[config.mk]
export PLATFORM = sky130hd
export DESIGN_NAME = ttws_unit
export DESIGN_NICKNAME = d
export VERILOG_FILES = /design/src/inc/ttws_pkg.sv /design/src/core/ttws_operand.sv /design/src/core/ttws_unit.sv
export SDC_FILE = /design/constraint.sdc
export NUM_CORES = 1
export LEC_CHECK = 0
export BUFFER_PORTS_ARGS = -buffer_cell sky130_fd_sc_hd__buf_2
export CAP_MARGIN = 5
export CORE_MARGIN = 2
export CORE_UTILIZATION = 30
export DETAILED_ROUTE_END_ITERATION = 8
export MAX_ROUTING_LAYER = met4
export SYNTH_ARGS = -nofsm -noshare
export SYNTH_HDL_FRONTEND = slang
export SYNTH_SLANG_ARGS = --single-unit
[constraint.sdc]
create_clock -name core_clk -period 5.3 [get_ports core_clk]
set_clock_uncertainty 0.05 [all_clocks]
set_input_delay 0.265 -clock core_clk [delete_from_list [all_inputs] [get_ports core_clk]]
set_output_delay 0.265 -clock core_clk [all_outputs]
set_load 0.05 [all_outputs]
[src/inc/ttws_pkg.sv]
// Constants and types for the test, trap, wait and swap unit
package ttws_pkg;
    localparam int DATA_W = 16;
    localparam int BYTE_W = 8;
    localparam int ADDR_W = 20;
    localparam int FLAG_W = 8;
    // Flag register bit positions
    localparam int FLG_CARRY = 0;
    localparam int FLG_DEBUG = 1;
    localparam int FLG_ZERO = 2;
    localparam int FLG_SIGN = 3;
    localparam int FLG_BANK = 4;
    localparam int FLG_OVF = 5;
    localparam int FLG_IEN = 6;
    localparam int FLG_STK = 7;
    // Reset values and constants
    localparam logic [ADDR_W-1:0] TRAP_VECTOR = 20'hfffdc;
    localparam logic [DATA_W-1:0] SP_STEP = 16'h0002;
    localparam logic [FLAG_W-1:0] FLG_RESET = 8'h00;
    localparam logic [2:0] IPL_RESET = 3'h0;
    localparam logic [DATA_W-1:0] SP_RESET = 16'h0000;
    // Operation codes on the issue port
    typedef enum logic [2:0] {
        TTWS_OP_NONE = 3'h0,
        TTWS_OP_TEST = 3'h1,
        TTWS_OP_SWAP = 3'h2,
        TTWS_OP_TRAP = 3'h3,
        TTWS_OP_WAIT = 3'h4
    } ttws_op_t;
endpackage

[src/core/ttws_operand.sv]
// Operand sizing: byte zero-extension and address-register narrowing
`timescale 1ns/10ps
`default_nettype none
module ttws_operand
    import ttws_pkg::*;
(
    input wire logic byteSize,
    input wire logic srcIsAddr,
    input wire logic dstIsAddr,
    input wire logic [DATA_W-1:0] srcVal,
    input wire logic [DATA_W-1:0] dstVal,
    output logic [DATA_W-1:0] srcOp,
    output logic [DATA_W-1:0] dstOp,
    output logic [DATA_W-1:0] andRes,
    output logic signBit,
    output logic zeroBit
);
    wire logic [DATA_W-1:0] srcLow = {{(DATA_W-BYTE_W){1'b0}}, srcVal[BYTE_W-1:0]};
    wire logic [DATA_W-1:0] dstLow = {{(DATA_W-BYTE_W){1'b0}}, dstVal[BYTE_W-1:0]};
    // Byte width unless destination is an address register and source is not
    wire logic narrow = byteSize && (srcIsAddr || !dstIsAddr);
    assign srcOp = byteSize ? srcLow : srcVal;
    // Byte destination keeps 16 bits only for an address register with a non-address source
    assign dstOp = narrow ? dstLow : dstVal;
    assign andRes = srcOp & dstOp;
    assign signBit = narrow ? andRes[BYTE_W-1] : andRes[DATA_W-1];
    assign zeroBit = (andRes == '0);
endmodule // ttws_operand
`default_nettype wire

[src/core/ttws_unit.sv]
// Test, trap, wait and swap execution unit
// Function
// - Test ANDs operands, flags only, no writes
// - Sign from MSB, zero for zero result
// - Byte to address register: zero-extend source
// - Byte from address register: low eight bits
// - Trap pushes PC and flags, then vectors
// - Trap ignores interrupt enable and priority
// - Push old flags, then clear three flags
// - Wait halts fetch and execution
// - Resume on higher interrupt or reset
// - Swap exchanges source and destination
// - Byte swap to address register: zero-extend
`timescale 1ns/10ps
`default_nettype none
module ttws_unit
    import ttws_pkg::*;
(
    input wire logic core_clk,
    input wire logic resetn,
    input wire logic issueValid,
    input wire ttws_op_t issueOp,
    input wire logic byteSize,
    input wire logic srcIsAddr,
    input wire logic dstIsAddr,
    input wire logic [DATA_W-1:0] srcVal,
    input wire logic [DATA_W-1:0] dstVal,
    input wire logic [ADDR_W-1:0] pcNow,
    input wire logic [FLAG_W-1:0] flagIn,
    input wire logic [2:0] iplIn,
    input wire logic [DATA_W-1:0] spIn,
    input wire logic [ADDR_W-1:0] trapTarget,
    input wire logic irqReq,
    input wire logic [2:0] irqLevel,
    output logic [FLAG_W-1:0] flagOut,
    output logic flagWe,
    output logic [DATA_W-1:0] srcWrVal,
    output logic srcWe,
    output logic [DATA_W-1:0] dstWrVal,
    output logic dstWe,
    output logic [DATA_W-1:0] spOut,
    output logic spWe,
    output logic [ADDR_W-1:0] memAddr,
    output logic [DATA_W-1:0] memWrData,
    output logic memWe,
    output logic [ADDR_W-1:0] vecAddr,
    output logic vecRd,
    output logic [ADDR_W-1:0] pcOut,
    output logic pcWe,
    output logic halted,
    output logic irqAck,
    output logic busy
);
    typedef enum logic [2:0] {
        TTWS_IDLE, TTWS_PUSH_HI, TTWS_PUSH_LO, TTWS_VECTOR, TTWS_LOAD_PC, TTWS_HALT
    } ttws_state_t;

    ttws_state_t state_q, state_d;
    logic [ADDR_W-1:0] retPc_q;
    logic [FLAG_W-1:0] oldFlg_q;
    logic [DATA_W-1:0] sp_q;

    logic [DATA_W-1:0] srcOp, dstOp, andRes;
    logic signBit, zeroBit;

    ttws_operand u_operand (
        .byteSize(byteSize),
        .srcIsAddr(srcIsAddr),
        .dstIsAddr(dstIsAddr),
        .srcVal(srcVal),
        .dstVal(dstVal),
        .srcOp(srcOp),
        .dstOp(dstOp),
        .andRes(andRes),
        .signBit(signBit),
        .zeroBit(zeroBit)
    );

    wire logic idle = (state_q == TTWS_IDLE);
    wire logic doTest = idle && issueValid && (issueOp == TTWS_OP_TEST);
    wire logic doSwap = idle && issueValid && (issueOp == TTWS_OP_SWAP);
    wire logic doTrap = idle && issueValid && (issueOp == TTWS_OP_TRAP);
    wire logic doWait = idle && issueValid && (issueOp == TTWS_OP_WAIT);
    wire logic wake = (state_q == TTWS_HALT) && irqReq && (irqLevel > iplIn);
    wire logic [DATA_W-1:0] spDec = sp_q - SP_STEP;
    wire logic [ADDR_W-1:0] retNext = pcNow + 20'h00001;

    wire logic [FLAG_W-1:0] testFlags = (flagIn & ~(8'h01 << FLG_SIGN) & ~(8'h01 << FLG_ZERO))
        | ({7'h00, signBit} << FLG_SIGN) | ({7'h00, zeroBit} << FLG_ZERO);
    wire logic [FLAG_W-1:0] trapFlags = oldFlg_q & ~(8'h01 << FLG_STK) & ~(8'h01 << FLG_IEN)
        & ~(8'h01 << FLG_DEBUG);
    wire logic [DATA_W-1:0] swapToDst = byteSize ? srcOp : srcVal;
    wire logic [DATA_W-1:0] swapToSrc = byteSize ? {8'h00, dstVal[BYTE_W-1:0]} : dstVal;

    always_comb begin
        state_d = state_q;
        case (state_q)
            TTWS_IDLE: begin
                if (doTrap) begin
                    state_d = TTWS_PUSH_HI;
                end else if (doWait) begin
                    state_d = TTWS_HALT;
                end
            end
            TTWS_PUSH_HI: state_d = TTWS_PUSH_LO;
            TTWS_PUSH_LO: state_d = TTWS_VECTOR;
            TTWS_VECTOR: state_d = TTWS_LOAD_PC;
            TTWS_LOAD_PC: state_d = TTWS_IDLE;
            TTWS_HALT: begin
                if (wake) begin
                    state_d = TTWS_IDLE;
                end
            end
            default: state_d = TTWS_IDLE;
        endcase
    end

    always_ff @(posedge core_clk) begin
        if (!resetn) begin
            state_q <= TTWS_IDLE;
            retPc_q <= '0;
            oldFlg_q <= FLG_RESET;
            sp_q <= SP_RESET;
            flagOut <= FLG_RESET;
            flagWe <= 1'b0;
            srcWrVal <= '0;
            srcWe <= 1'b0;
            dstWrVal <= '0;
            dstWe <= 1'b0;
            spOut <= SP_RESET;
            spWe <= 1'b0;
            memAddr <= '0;
            memWrData <= '0;
            memWe <= 1'b0;
            vecAddr <= '0;
            vecRd <= 1'b0;
            pcOut <= '0;
            pcWe <= 1'b0;
            halted <= 1'b0;
            irqAck <= 1'b0;
            busy <= 1'b0;
        end else begin
            state_q <= state_d;
            flagWe <= 1'b0;
            srcWe <= 1'b0;
            dstWe <= 1'b0;
            spWe <= 1'b0;
            memWe <= 1'b0;
            vecRd <= 1'b0;
            pcWe <= 1'b0;
            irqAck <= 1'b0;
            busy <= (state_d != TTWS_IDLE) && (state_d != TTWS_HALT);
            halted <= (state_d == TTWS_HALT);
            if (doTest) begin
                flagOut <= testFlags;
                flagWe <= 1'b1;
            end
            if (doSwap) begin
                dstWrVal <= swapToDst;
                srcWrVal <= swapToSrc;
                dstWe <= 1'b1;
                srcWe <= 1'b1;
            end
            if (doTrap) begin
                retPc_q <= retNext;
                oldFlg_q <= flagIn;
                sp_q <= spIn;
            end
            case (state_q)
                TTWS_PUSH_HI: begin
                    sp_q <= spDec;
                    memAddr <= {4'h0, spDec};
                    memWrData <= {4'h0, retPc_q[ADDR_W-1:DATA_W], oldFlg_q};
                    memWe <= 1'b1;
                end
                TTWS_PUSH_LO: begin
                    sp_q <= spDec;
                    memAddr <= {4'h0, spDec};
                    memWrData <= retPc_q[DATA_W-1:0];
                    memWe <= 1'b1;
                    spOut <= spDec;
                    spWe <= 1'b1;
                    flagOut <= trapFlags;
                    flagWe <= 1'b1;
                    vecAddr <= TRAP_VECTOR;
                    vecRd <= 1'b1;
                end
                TTWS_LOAD_PC: begin
                    pcOut <= trapTarget;
                    pcWe <= 1'b1;
                end
                TTWS_HALT: begin
                    irqAck <= wake;
                end
                default: begin
                end
            endcase
        end
    end
endmodule // ttws_unit
`default_nettype wire

; Word-level counts from Yosys, hierarchy flattened
; Cells that the tools add are included.
[totals]
register_bits = 164
latchBits = 0
ramBits = 0
romBits = 0
input_bits = 112
output_inout_bits = 142
word_cells = 79
n_memories = 0
[op_classes]
addsub = 2
n_mul = 0
n_div = 0
magnitude_cmp = 1
n_eq_ne = 11
shifts = 0
muxes = 20
bitwise_logic = 4
n_reduce_logical = 20
[op_table]
columns = cell, n
row1 = 2-to-1 mux 16 bit, 6
row2 = one-hot mux 16 bit (2 select lines), 1
row3 = adder 20 x 1 -> 20 bit (second input constant), 1
row4 = bitwise AND 16 bit, 1
row5 = zero test 16 bit, 1
row6 = subtractor 16 x 2 -> 16 bit (second input constant), 1
row7 = one-hot mux 3 bit (5 select lines), 1
row8 = equality test 3 x 2 -> 1 bit (second input constant), 4
row9 = equality test 3 bit (second input constant), 4
row10 = 2-to-1 mux 6 bit, 2
row11 = logical AND 1 bit, 9
row12 = 2-to-1 mux 3 bit, 3
row13 = OR 8 x 3 -> 8 bit, 1
row14 = OR 8 x 4 -> 8 bit, 1
row15 = 2-to-1 mux 1 bit, 7
row16 = equality test 3 x 1 -> 1 bit (second input constant), 2
row17 = nonzero test 2 bit, 3
row18 = OR reduction 2 bit, 2
row19 = > comparator 3 bit, 1
row20 = zero test 3 bit, 1
row21 = inequality test 3 bit (second input constant), 1
row22 = nonzero test 3 bit, 1
row23 = AND reduction 2 bit, 1
row24 = zero test 1 bit, 1
row25 = other kinds (2), 2

; Logic depth before layout (Yosys ltp)
; Gate-level depths: netlist of the first run.
[depth]
depth_word = 10
depth_mapped = 7
ltp_nobuf = 6

; Cells and area by module
; From an unflattened synthesis of the first run, not the netlist that was laid out.
[unflattened]
hier_cells = 885
hier_area_um2 = 7320.8
[by_module_without_submodules]
columns = module, instances, cells_per_inst, area_each_um2, seq_area_each_um2
row1 = ttws_unit, 1, 825, 6917.9, 3283.1
row2 = ttws_operand, 1, 60, 402.9, 0.0

; Worst setup path before layout of the first run
; OpenSTA, ideal clock, no wires.
[synth_timing]
kind = register to register
from = register state_q[0]
to = register dstWrVal[3]
setup_time_ps = 132
arrival_time_ps = 1850
t_required_ps = 5118
slack_ps = 3268
path_stages_with_launch = 8
n_path_buf = 3
synth_period_minus_slack_ps = 2032
cell_sequence = dfxtp_1 -> buf_6 -> or4b_4 -> or4b_1 -> buf_2 -> buf_6 -> nand2_1 -> a21oi_1
[synth_via]
elab_chain_len = 3
[synth_rtl]
columns = element, line_no
row1 = "start, declared", ttws_unit.sv:58  ; ttws_state_t state_q, state_d;
row2 = "start signal, assigned", ttws_unit.sv:143  ; state_q <= state_d;
row3 = zero test 3 bit, ttws_unit.sv:79  ; wire logic idle = (state_q == TTWS_IDLE);
row4 = logical AND 1 bit (2 in a row), ttws_unit.sv:81  ; wire logic doSwap = idle && issueValid && (issueOp == TTWS_OP_SWAP);
row5 = "end signal, assigned", ttws_unit.sv:159  ; dstWrVal <= swapToDst;
row6 = "end, declared", ttws_unit.sv:39  ; output logic [DATA_W-1:0] dstWrVal,
; Every way passes these cells.
; A chain may end at the register's enable or synchronous reset.

; Final worst setup path of the first run
[layout_timing]
from = register state_q[2]
to = register dstWrVal[1]
; The elaborated chain is that of the path after synthesis.

==> results of run 1 <==
==> how the worst max path moves through the flow <==
stage / endpoint / slack [ps] / depth (start not counted)
floorplan: dstWrVal[3] / 3270 / 7
global placement: srcWrVal[5] / 2640 / 4
detailed placement: dstWrVal[5] / 2610 / 4
CTS: dstWrVal[5] / 2600 / 4
global route: srcWrVal[10] / 2400 / 4
finish: dstWrVal[1] / 2610 / 4
==> synth_stat cells (all sizes together), types with 2 or more instances <==
cell | number | share of area [%]
or4 | 6 | 0.64
o21ai | 35 | 2.5
a21oi | 104 | 7.4
a221oi | 4 | 0.50
or3 | 7 | 0.62
ha | 5 | 0.89
dfxtp | 164 | 47
o211ai | 3 | 0.32
a31oi | 18 | 1.6
nor2 | 49 | 2.6
nand3b | 20 | 2.1
o22ai | 2 | 0.18
nor4b | 2 | 0.46
a211oi | 14 | 1.5
nand2 | 176 | 9.4
nand2b | 4 | 0.36
buf | 42 | 4.2
xnor2 | 9 | 1.1
or4b | 2 | 0.34
and3b | 2 | 0.25
clkbuf | 45 | 2.4
o31a | 2 | 0.25
inv | 13 | 0.69
nor3b | 3 | 0.32
o21a | 2 | 0.21
or2 | 3 | 0.27
nor3 | 10 | 0.71
and3 | 7 | 0.62
mux2i | 2 | 0.28
a2bb2oi | 4 | 0.50
a32oi | 2 | 0.25
xor2 | 14 | 1.7
o311ai | 2 | 0.25
a22o | 3 | 0.37
a311oi | 15 | 1.9
a22oi | 11 | 1.2
nand3 | 18 | 1.3
nand4b | 2 | 0.25
o31ai | 5 | 0.53
nand4 | 8 | 0.71
nor2b | 2 | 0.18
o221ai | 2 | 0.25
nor4 | 7 | 0.62
==> cell type report <==
type	instances	area (um^2)
Multi-Input combinational cell	598	3296
Clock inverter	9	106.4
Inverter	13	51.30
Clock buffer	22	454.2
Antenna cell	3	7.507
Sequential cell	164	3283
Timing Repair Buffer	255	1299
Tap cell	319	399.1
Fill cell	2505	14370
==> routing by layer <==
| metal | GRT usage, % | share of wire, % | up-vias |
|---|---|---|---|
| met5 | - | 0 | - |
| met4 | 5.758 | 2.0 | 0 |
| met3 | 3.442 | 4.7 | 28 |
| met2 | 27.24 | 48 | 205 |
| met1 | 21.63 | 45 | 3070 |
| li1 | - | - | 3367 |
==> per-stage QoR <==
step / total power [mW] / area (um^2)
final: 3.370 / 8896
after global routing: 3.547 / 8894
after CTS: 3.406 / 8889
after detailed placement: 2.195 / 8328
after global placement: 2.189 / 8328
after floorplan: 1.982 / 7061
==> where the power goes <==
| part | internal (mW) | switching, mW | total (mW) |
|---|---|---|---|
| Clock | 0.702 | 0.504 | 1.21 |
| Sequential | 1.31 | 0.0628 | 1.38 |
| Combinational | 0.221 | 0.568 | 0.788 |
| Total | 2.24 | 1.13 | 3.37 |
==> flip-flops by register name, indices dropped and copies added (netlist names), 8 cells and up <==
| signal | cells |
|---|---|
| dstWrVal | 16 |
| flagOut | 8 |
| pcOut | 20 |
| oldFlg_q | 8 |
| spOut | 16 |
| memAddr | 16 |
| srcWrVal | 16 |
| sp_q | 16 |
| retPc_q | 20 |
| memWrData | 16 |
==> cell families after synthesis <==
| group | Yosys count | share of synthesized area (%) |
|---|---|---|
| AOI/OAI and AO/OA | 230 | 19.88 |
| xor gates and xnor gates | 23 | 2.862 |
| adders and majority gates | 5 | 0.8889 |
| buffers and inverters | 100 | 7.289 |
| DFF | 164 | 46.65 |
| muxes | 2 | 0.2845 |
| other | 1 | 0.05328 |
| and+or+nand+nor | 331 | 22.10 |
==> worst max-delay path, stage by stage (launching register included) <==
cell	delay, ps
dfxtp_1	500
or4b_4	630
or4b_1	1020
nand2_1	230
a21oi_1	80
==> summary.md, run 1 <==
| Metric | Value |
|---|---|
| All-Layer GR Usage | `17.07%` |
| Vias | `6670` |
| Remaining global-route overflow | `0` |
| Worst Tran Pin Value | `1191 ps` |
| Hold Crit Depth | `2` |
| R2r setup slk | `2610 ps` |
| Chip Width | `157.2 um` |
| Minimum hold slack | `20.92 ps` |
| Fmax | `371.2 MHz` |
| Clock buffer depth | `2` |
| Crit start category | `flip-flop` |
| R2r startpoint | `state_q[2]` |
| Post-CTS sizing | `0` |
| CP required | `5510 ps` |
| Core ar. | `0.02326 mm^2` |
| Critical Path Sink Type | `flip-flop` |
| R2R depth | `4` |
| Die height | `157.2 um` |
| Clk Latency, worst-skew pair | `420 ps` |
| Post-layout worst setup margin | `2606 ps` |
| Util after Layout | `38.24%` |
| Peak VDD IR | `0.1732 mV` |
| Final WL | `21330 um` |
| Mean post-synth cell area | `8.222 um^2` |
| Root Driver | `clkbuf_16` |
| Ys flop type | `dfxtp_1` |
| Worst Setup SP | `state_q[2]` |
| Hold buffers post-CTS | `0` |
| EDFF count, synth | `0` |
| DP Cell Count | `1349` |
| Number of synthesized register bits | `164` |
| CTS clk-pin slew, worst paths | `60 ps` |
| Initial antenna violation count | `2` |
| Largest net degree at the start of global routing | `96` |
| Hold endpoint | `retPc_q[0]` |
| Clock Sinks | `164` |
| First-pass GRT wire length | `31770 um` |
| Final hold viol count | `0` |
| Min Clock Period, post-route | `2694 ps` |
| Rows | `56` |
| RSZ-0062 raised after global routing | `false` |
| Number of remaining DRC errors | `0` |
| Post-synthesis sequential area ratio | `46.65%` |
| Routed wire per std cell | `15.42 um` |
| Commonest non-fill, non-tap cell in the layout | `buf_2` |
| DRT Pass-1 Iters | `5` |
| HP Start | `pcNow[0]` |
| Setup TNS | `0 ps` |
| Final setup viols | `0` |
| Relative slew slack | `20.59%` |
| Cell Area, Synth | `0.007038 mm^2` |
| Final net count | `1166` |
| RR Endpoint | `dstWrVal[1]` |
| Asr flop ratio synth | `0%` |
| Commonest non-fill, non-tap cells in the layout | `246 x buf_2, 176 x nand2_1, 164 x dfxtp_1` |
| Max H-tree Level | `4` |
| P&R area growth vs syn | `26.40%` |
| Initial Utilization | `30.25%` |
| Dpl ws | `2607 ps` |
| PwrDens | `378.9 mW/mm^2` |
| Critical-path maximum fanout | `33` |
| DRT iter0 DRCs | `467` |
| CTS buffer count | `17` |
| Postcts setup bufs | `0` |
| Die area | `0.02470 mm^2` |
| Post-route ant nets | `0` |
| Share of cells above drive strength 1 | `27.62%` |
| Port bufs | `246` |
| DR vias/cell | `4.823` |
| Worst setup path class | `reg2reg` |
| Status | `finished clean` |
| Max Cap Viol | `0` |
| CTS tree | `done` |
| Finished Layout Cells | `1383` |
| Vias in the first global route | `5803` |
| IO Count | `254` |
| Post-Syn Instances | `856` |
| Hpwl dp | `15090 um` |
| Max Slew Vio Count | `0` |
| Ys Warns | `0` |
| Worst Path Arrival | `2900 ps` |
| Crit share post-route | `50.83%` |
| Yosys cell types | `56` |
| Hold WC Path Type | `in2reg` |
| Gpl congestion | `0.7760` |
| Leak | `3.710 nW` |
No activity file was read; power rests on OpenSTA's default activity.
==> inputs of run 2 (changes only) <==
--- a/config.mk
+++ b/config.mk
@@ -5,6 +5,7 @@
 export SDC_FILE = /design/constraint.sdc
 export NUM_CORES = 1
 export LEC_CHECK = 0
+export ABC_AREA = 1
 export BUFFER_PORTS_ARGS = -buffer_cell sky130_fd_sc_hd__buf_2
 export CAP_MARGIN = 5
 export CORE_MARGIN = 2
==> constraint.sdc (replaced) <==
create_clock -name core_clk -period 2.75 [get_ports core_clk]
set_clock_uncertainty 0.05 [all_clocks]
set_input_delay 0.1375 -clock core_clk [delete_from_list [all_inputs] [get_ports core_clk]]
set_output_delay 0.1375 -clock core_clk [all_outputs]
set_load 0.05 [all_outputs]
==> run 2 against run 1 <==
Sequential share of layout area down 3.6 points. Utilization up 3.9 points. Highest routed layer unchanged. Non-clock buffer count up 78. Cell count rose by 17%. Combinational power grew to 4.8 times the previous value. Fmax is 41% higher. First-iteration DRC count grew 19%. Sequential power grew 120%.
==> summary.md, run 2 <==
| Metric | Value |
|---|---|
| Crit start category | `flip-flop` |
| Largest regs | `pcOut x20, retPc_q x20` |
| CTS tree | `done` |
| Remaining global-route overflow | `0` |
| CTS clk-pin slew, worst paths | `70 ps` |
| CP required | `3040 ps` |
| Peak VDD IR | `0.4225 mV` |
| Mean post-synth cell area | `7.187 um^2` |
| RSZ-0062 raised after global routing | `false` |
| EDFF count, synth | `0` |
| Post-CTS sizing | `0` |
| Asr flop ratio synth | `0%` |
| Post-synthesis sequential area ratio | `45.91%` |
| Relative slew slack | `30.43%` |
| R2R depth | `7` |
| Post-synth top cells | `219 x nand2_1, 164 x dfxtp_1, 164 x nor2_1, 95 x nand3_1, 94 x o21ai_0` |
| First-pass GRT wire length | `35250 um` |
| CTS buffer count | `17` |
| Vias in the first global route | `6872` |
| Yosys cell types | `36` |
| Worst setup path class | `reg2reg` |
| Critical-path maximum fanout | `32` |
| # fillers | `2494` |
| Yosys top cell area share | `45.91%` |
| Synth area leader | `dfxtp_1` |
| Leak | `4.935 nW` |
| Ys Warns | `0` |
| Worst Setup SP | `state_q[0]` |
| Area contributors post-synth | `dfxtp_1 46%, nand2_1 11%, nor2_1 8.6%` |
| Vias | `7348` |
| Commonest non-fill, non-tap cell in the layout | `buf_2` |
| DP Cell Count | `1505` |
| Number of remaining DRC errors | `0` |
| PwrDens | `941.4 mW/mm^2` |
| Postcts setup bufs | `0` |
| Largest net degree at the start of global routing | `92` |
| Critical Path Sink Type | `flip-flop` |
| DR vias/cell | `4.550` |
| Number of synthesized register bits | `164` |
| Critical Path, Cell by Cell | `inv_1 > nand3_2 > buf_4 > inv_1 > nor2_1 > nand2_1 > a21oi_1` |
| Hold WC Path Type | `in2reg` |
| Post-route ant nets | `0` |
| Cell Area, Synth | `0.007151 mm^2` |
| Max H-tree Level | `4` |
| Largest stage delay on the critical path | `410 ps` |
| Final hold viol count | `0` |
| Ys flop type | `dfxtp_1` |
| Final net count | `1398` |
| Die height | `158.4 um` |
| Hpwl dp | `16380 um` |
| IO Count | `254` |
| Clock Sinks | `164` |
| Port bufs | `246` |
| Chip Width | `158.4 um` |
| Max Slew Vio Count | `0` |
| Clock buffer depth | `2` |
| Worst Path Arrival | `2200 ps` |
| Share of cells above drive strength 1 | `23.12%` |
| Root Driver | `clkbuf_16` |
| R2r startpoint | `state_q[0]` |
| Final WL | `22710 um` |
| Min Clock Period, post-route | `1911 ps` |
| Clk Latency, worst-skew pair | `420 ps` |
| Setup TNS | `0 ps` |
| Routed wire per std cell | `14.06 um` |
| Crit share post-route | `69.50%` |
| Die area | `0.02509 mm^2` |
| P&R area growth vs syn | `37.92%` |
| Worst setup endpoint | `flagOut[0]` |
| RR Endpoint | `flagOut[0]` |
| Initial antenna violation count | `3` |
| Final setup viols | `0` |
| Finished Layout Cells | `1615` |
| DRT Pass-1 Iters | `7` |
| Initial Utilization | `30.55%` |
| Status | `finished clean` |
| Count leader, synth | `nand2_1` |
| Max Cap Viol | `0` |
| All-Layer GR Usage | `18.43%` |
| R2r setup slk | `840 ps` |
| Worst Tran Pin Value | `1042 ps` |
| CP most frequent cell | `inv_1` |
| Rows | `56` |
| Fmax | `523.2 MHz` |
| DRT iter0 DRCs | `557` |
| Slowest CP cell | `buf_4` |
| Core ar. | `0.02340 mm^2` |
| Post-Syn Instances | `995` |
| Gpl congestion | `0.8688` |
| Commonest non-fill, non-tap cells in the layout | `245 x buf_2, 219 x nand2_1, 164 x nor2_1, 164 x dfxtp_1, 95 x nand3_1` |
run 2: cell types whose count changed in the layout (fill, tap and decap cells not counted), moves of 10 or more:
| cell | change |
|---|---|
| mux2i_1 | +10 |
| a31oi_1 | -11 |
| a22oi_1 | -10 |
| dlygate4sd3_1 | +76 |
| a21oi_1 | -58 |
| inv_1 | +55 |
| nand3_1 | +77 |
| a211oi_1 | -10 |
| nor2_1 | +117 |
| a311oi_1 | -15 |
| o21ai_0 | +59 |
| nand2_1 | +43 |
| nand3b_1 | -17 |
run 2: how the worst min path moves through the flow:
stage | start | endpoint | slack, ps | cells past startpoint
global route | pcNow[7] | retPc_q[7] | 20 | 3
CTS | pcNow[2] | retPc_q[2] | 0.2 | 3
global placement | pcNow[0] | retPc_q[0] | 300 | 2
finish | spIn[9] | sp_q[9] | 10 | 4
detailed placement | pcNow[0] | retPc_q[0] | 310 | 2
floorplan | pcNow[0] | retPc_q[0] | 180 | 1
run 2: worst max-delay path: cells and delay by family, from the launching register on:
family / cells / cell delay (ps)
buffers and inverters: 3 / 740
AO/OA/AOI/OAI: 1 / 160
flip-flops: 1 / 380
AND/OR/NAND/NOR: 3 / 500
run 2: kinds of logic after synthesis:
kind of cell | synth area share, %
AO/OA/AOI/OAI | 11.53
adder cells (fa/ha/maj) | 0.8749
flip-flops | 45.91
buffers and inverters | 9.396
multiplexers | 1.680
other | 0.05244
AND/OR/NAND/NOR | 28.84
XOR/XNOR | 1.715
run 2: layout make-up:
class,instances,area (um^2),share of cell area (%)
antenna,3,7.507,0.07612
clock buffer,19,442.9,4.491
inverter,70,262.8,2.664
clock inverter,12,146.4,1.484
sequential,164,3283,33.29
timing repair buffer,333,2102,21.31
multi-input combinational,695,3218,32.63
tap,319,399.1,4.047
run 2: through the flow:
step | hold WS (ps) | setup WS, ps | area (um^2) | utilization [%] | total power, mW
after global placement | 304.8 | 926.4 | 8504 | 36.34 | 6.802
after floorplan | 177.5 | 1312 | 7173 | - | 6.010
final | 12.53 | 838.7 | 9862 | 42.14 | 9.284
after detailed placement | 313.3 | 833.1 | 8504 | 36.34 | 6.807
after CTS | 0.1743 | 827.9 | 9854 | 42.11 | 9.336
after global routing | 18.69 | 581.2 | 9862 | 42.14 | 9.881
run 2: repair_timing:
| action | in CTS | in global routing |
|---|---|---|
| endpoints found under the hold margin | 80 | 0 |
| setup endpoints to repair | 0 | 0 |
| hold buffers | 76 | 0 |
run 2: per-layer routing:
layer	routed length (um)	share of wire [%]	track usage, %
met5	0	0	-
met4	568	2.5	6.221
met3	1151	5.1	3.538
met1	10490	46	23.58
met2	10500	46	29.32
run 2: power by group:
group / total (mW) / leakage (nW) / internal [mW] / switching, mW
Combinational: 3.82 / 3.32 / 1.06 / 2.75
Sequential: 3.05 / 1.33 / 2.76 / 0.289
Clock: 2.42 / 0.284 / 1.38 / 1.03
Total: 9.28 / 4.94 / 5.21 / 4.08
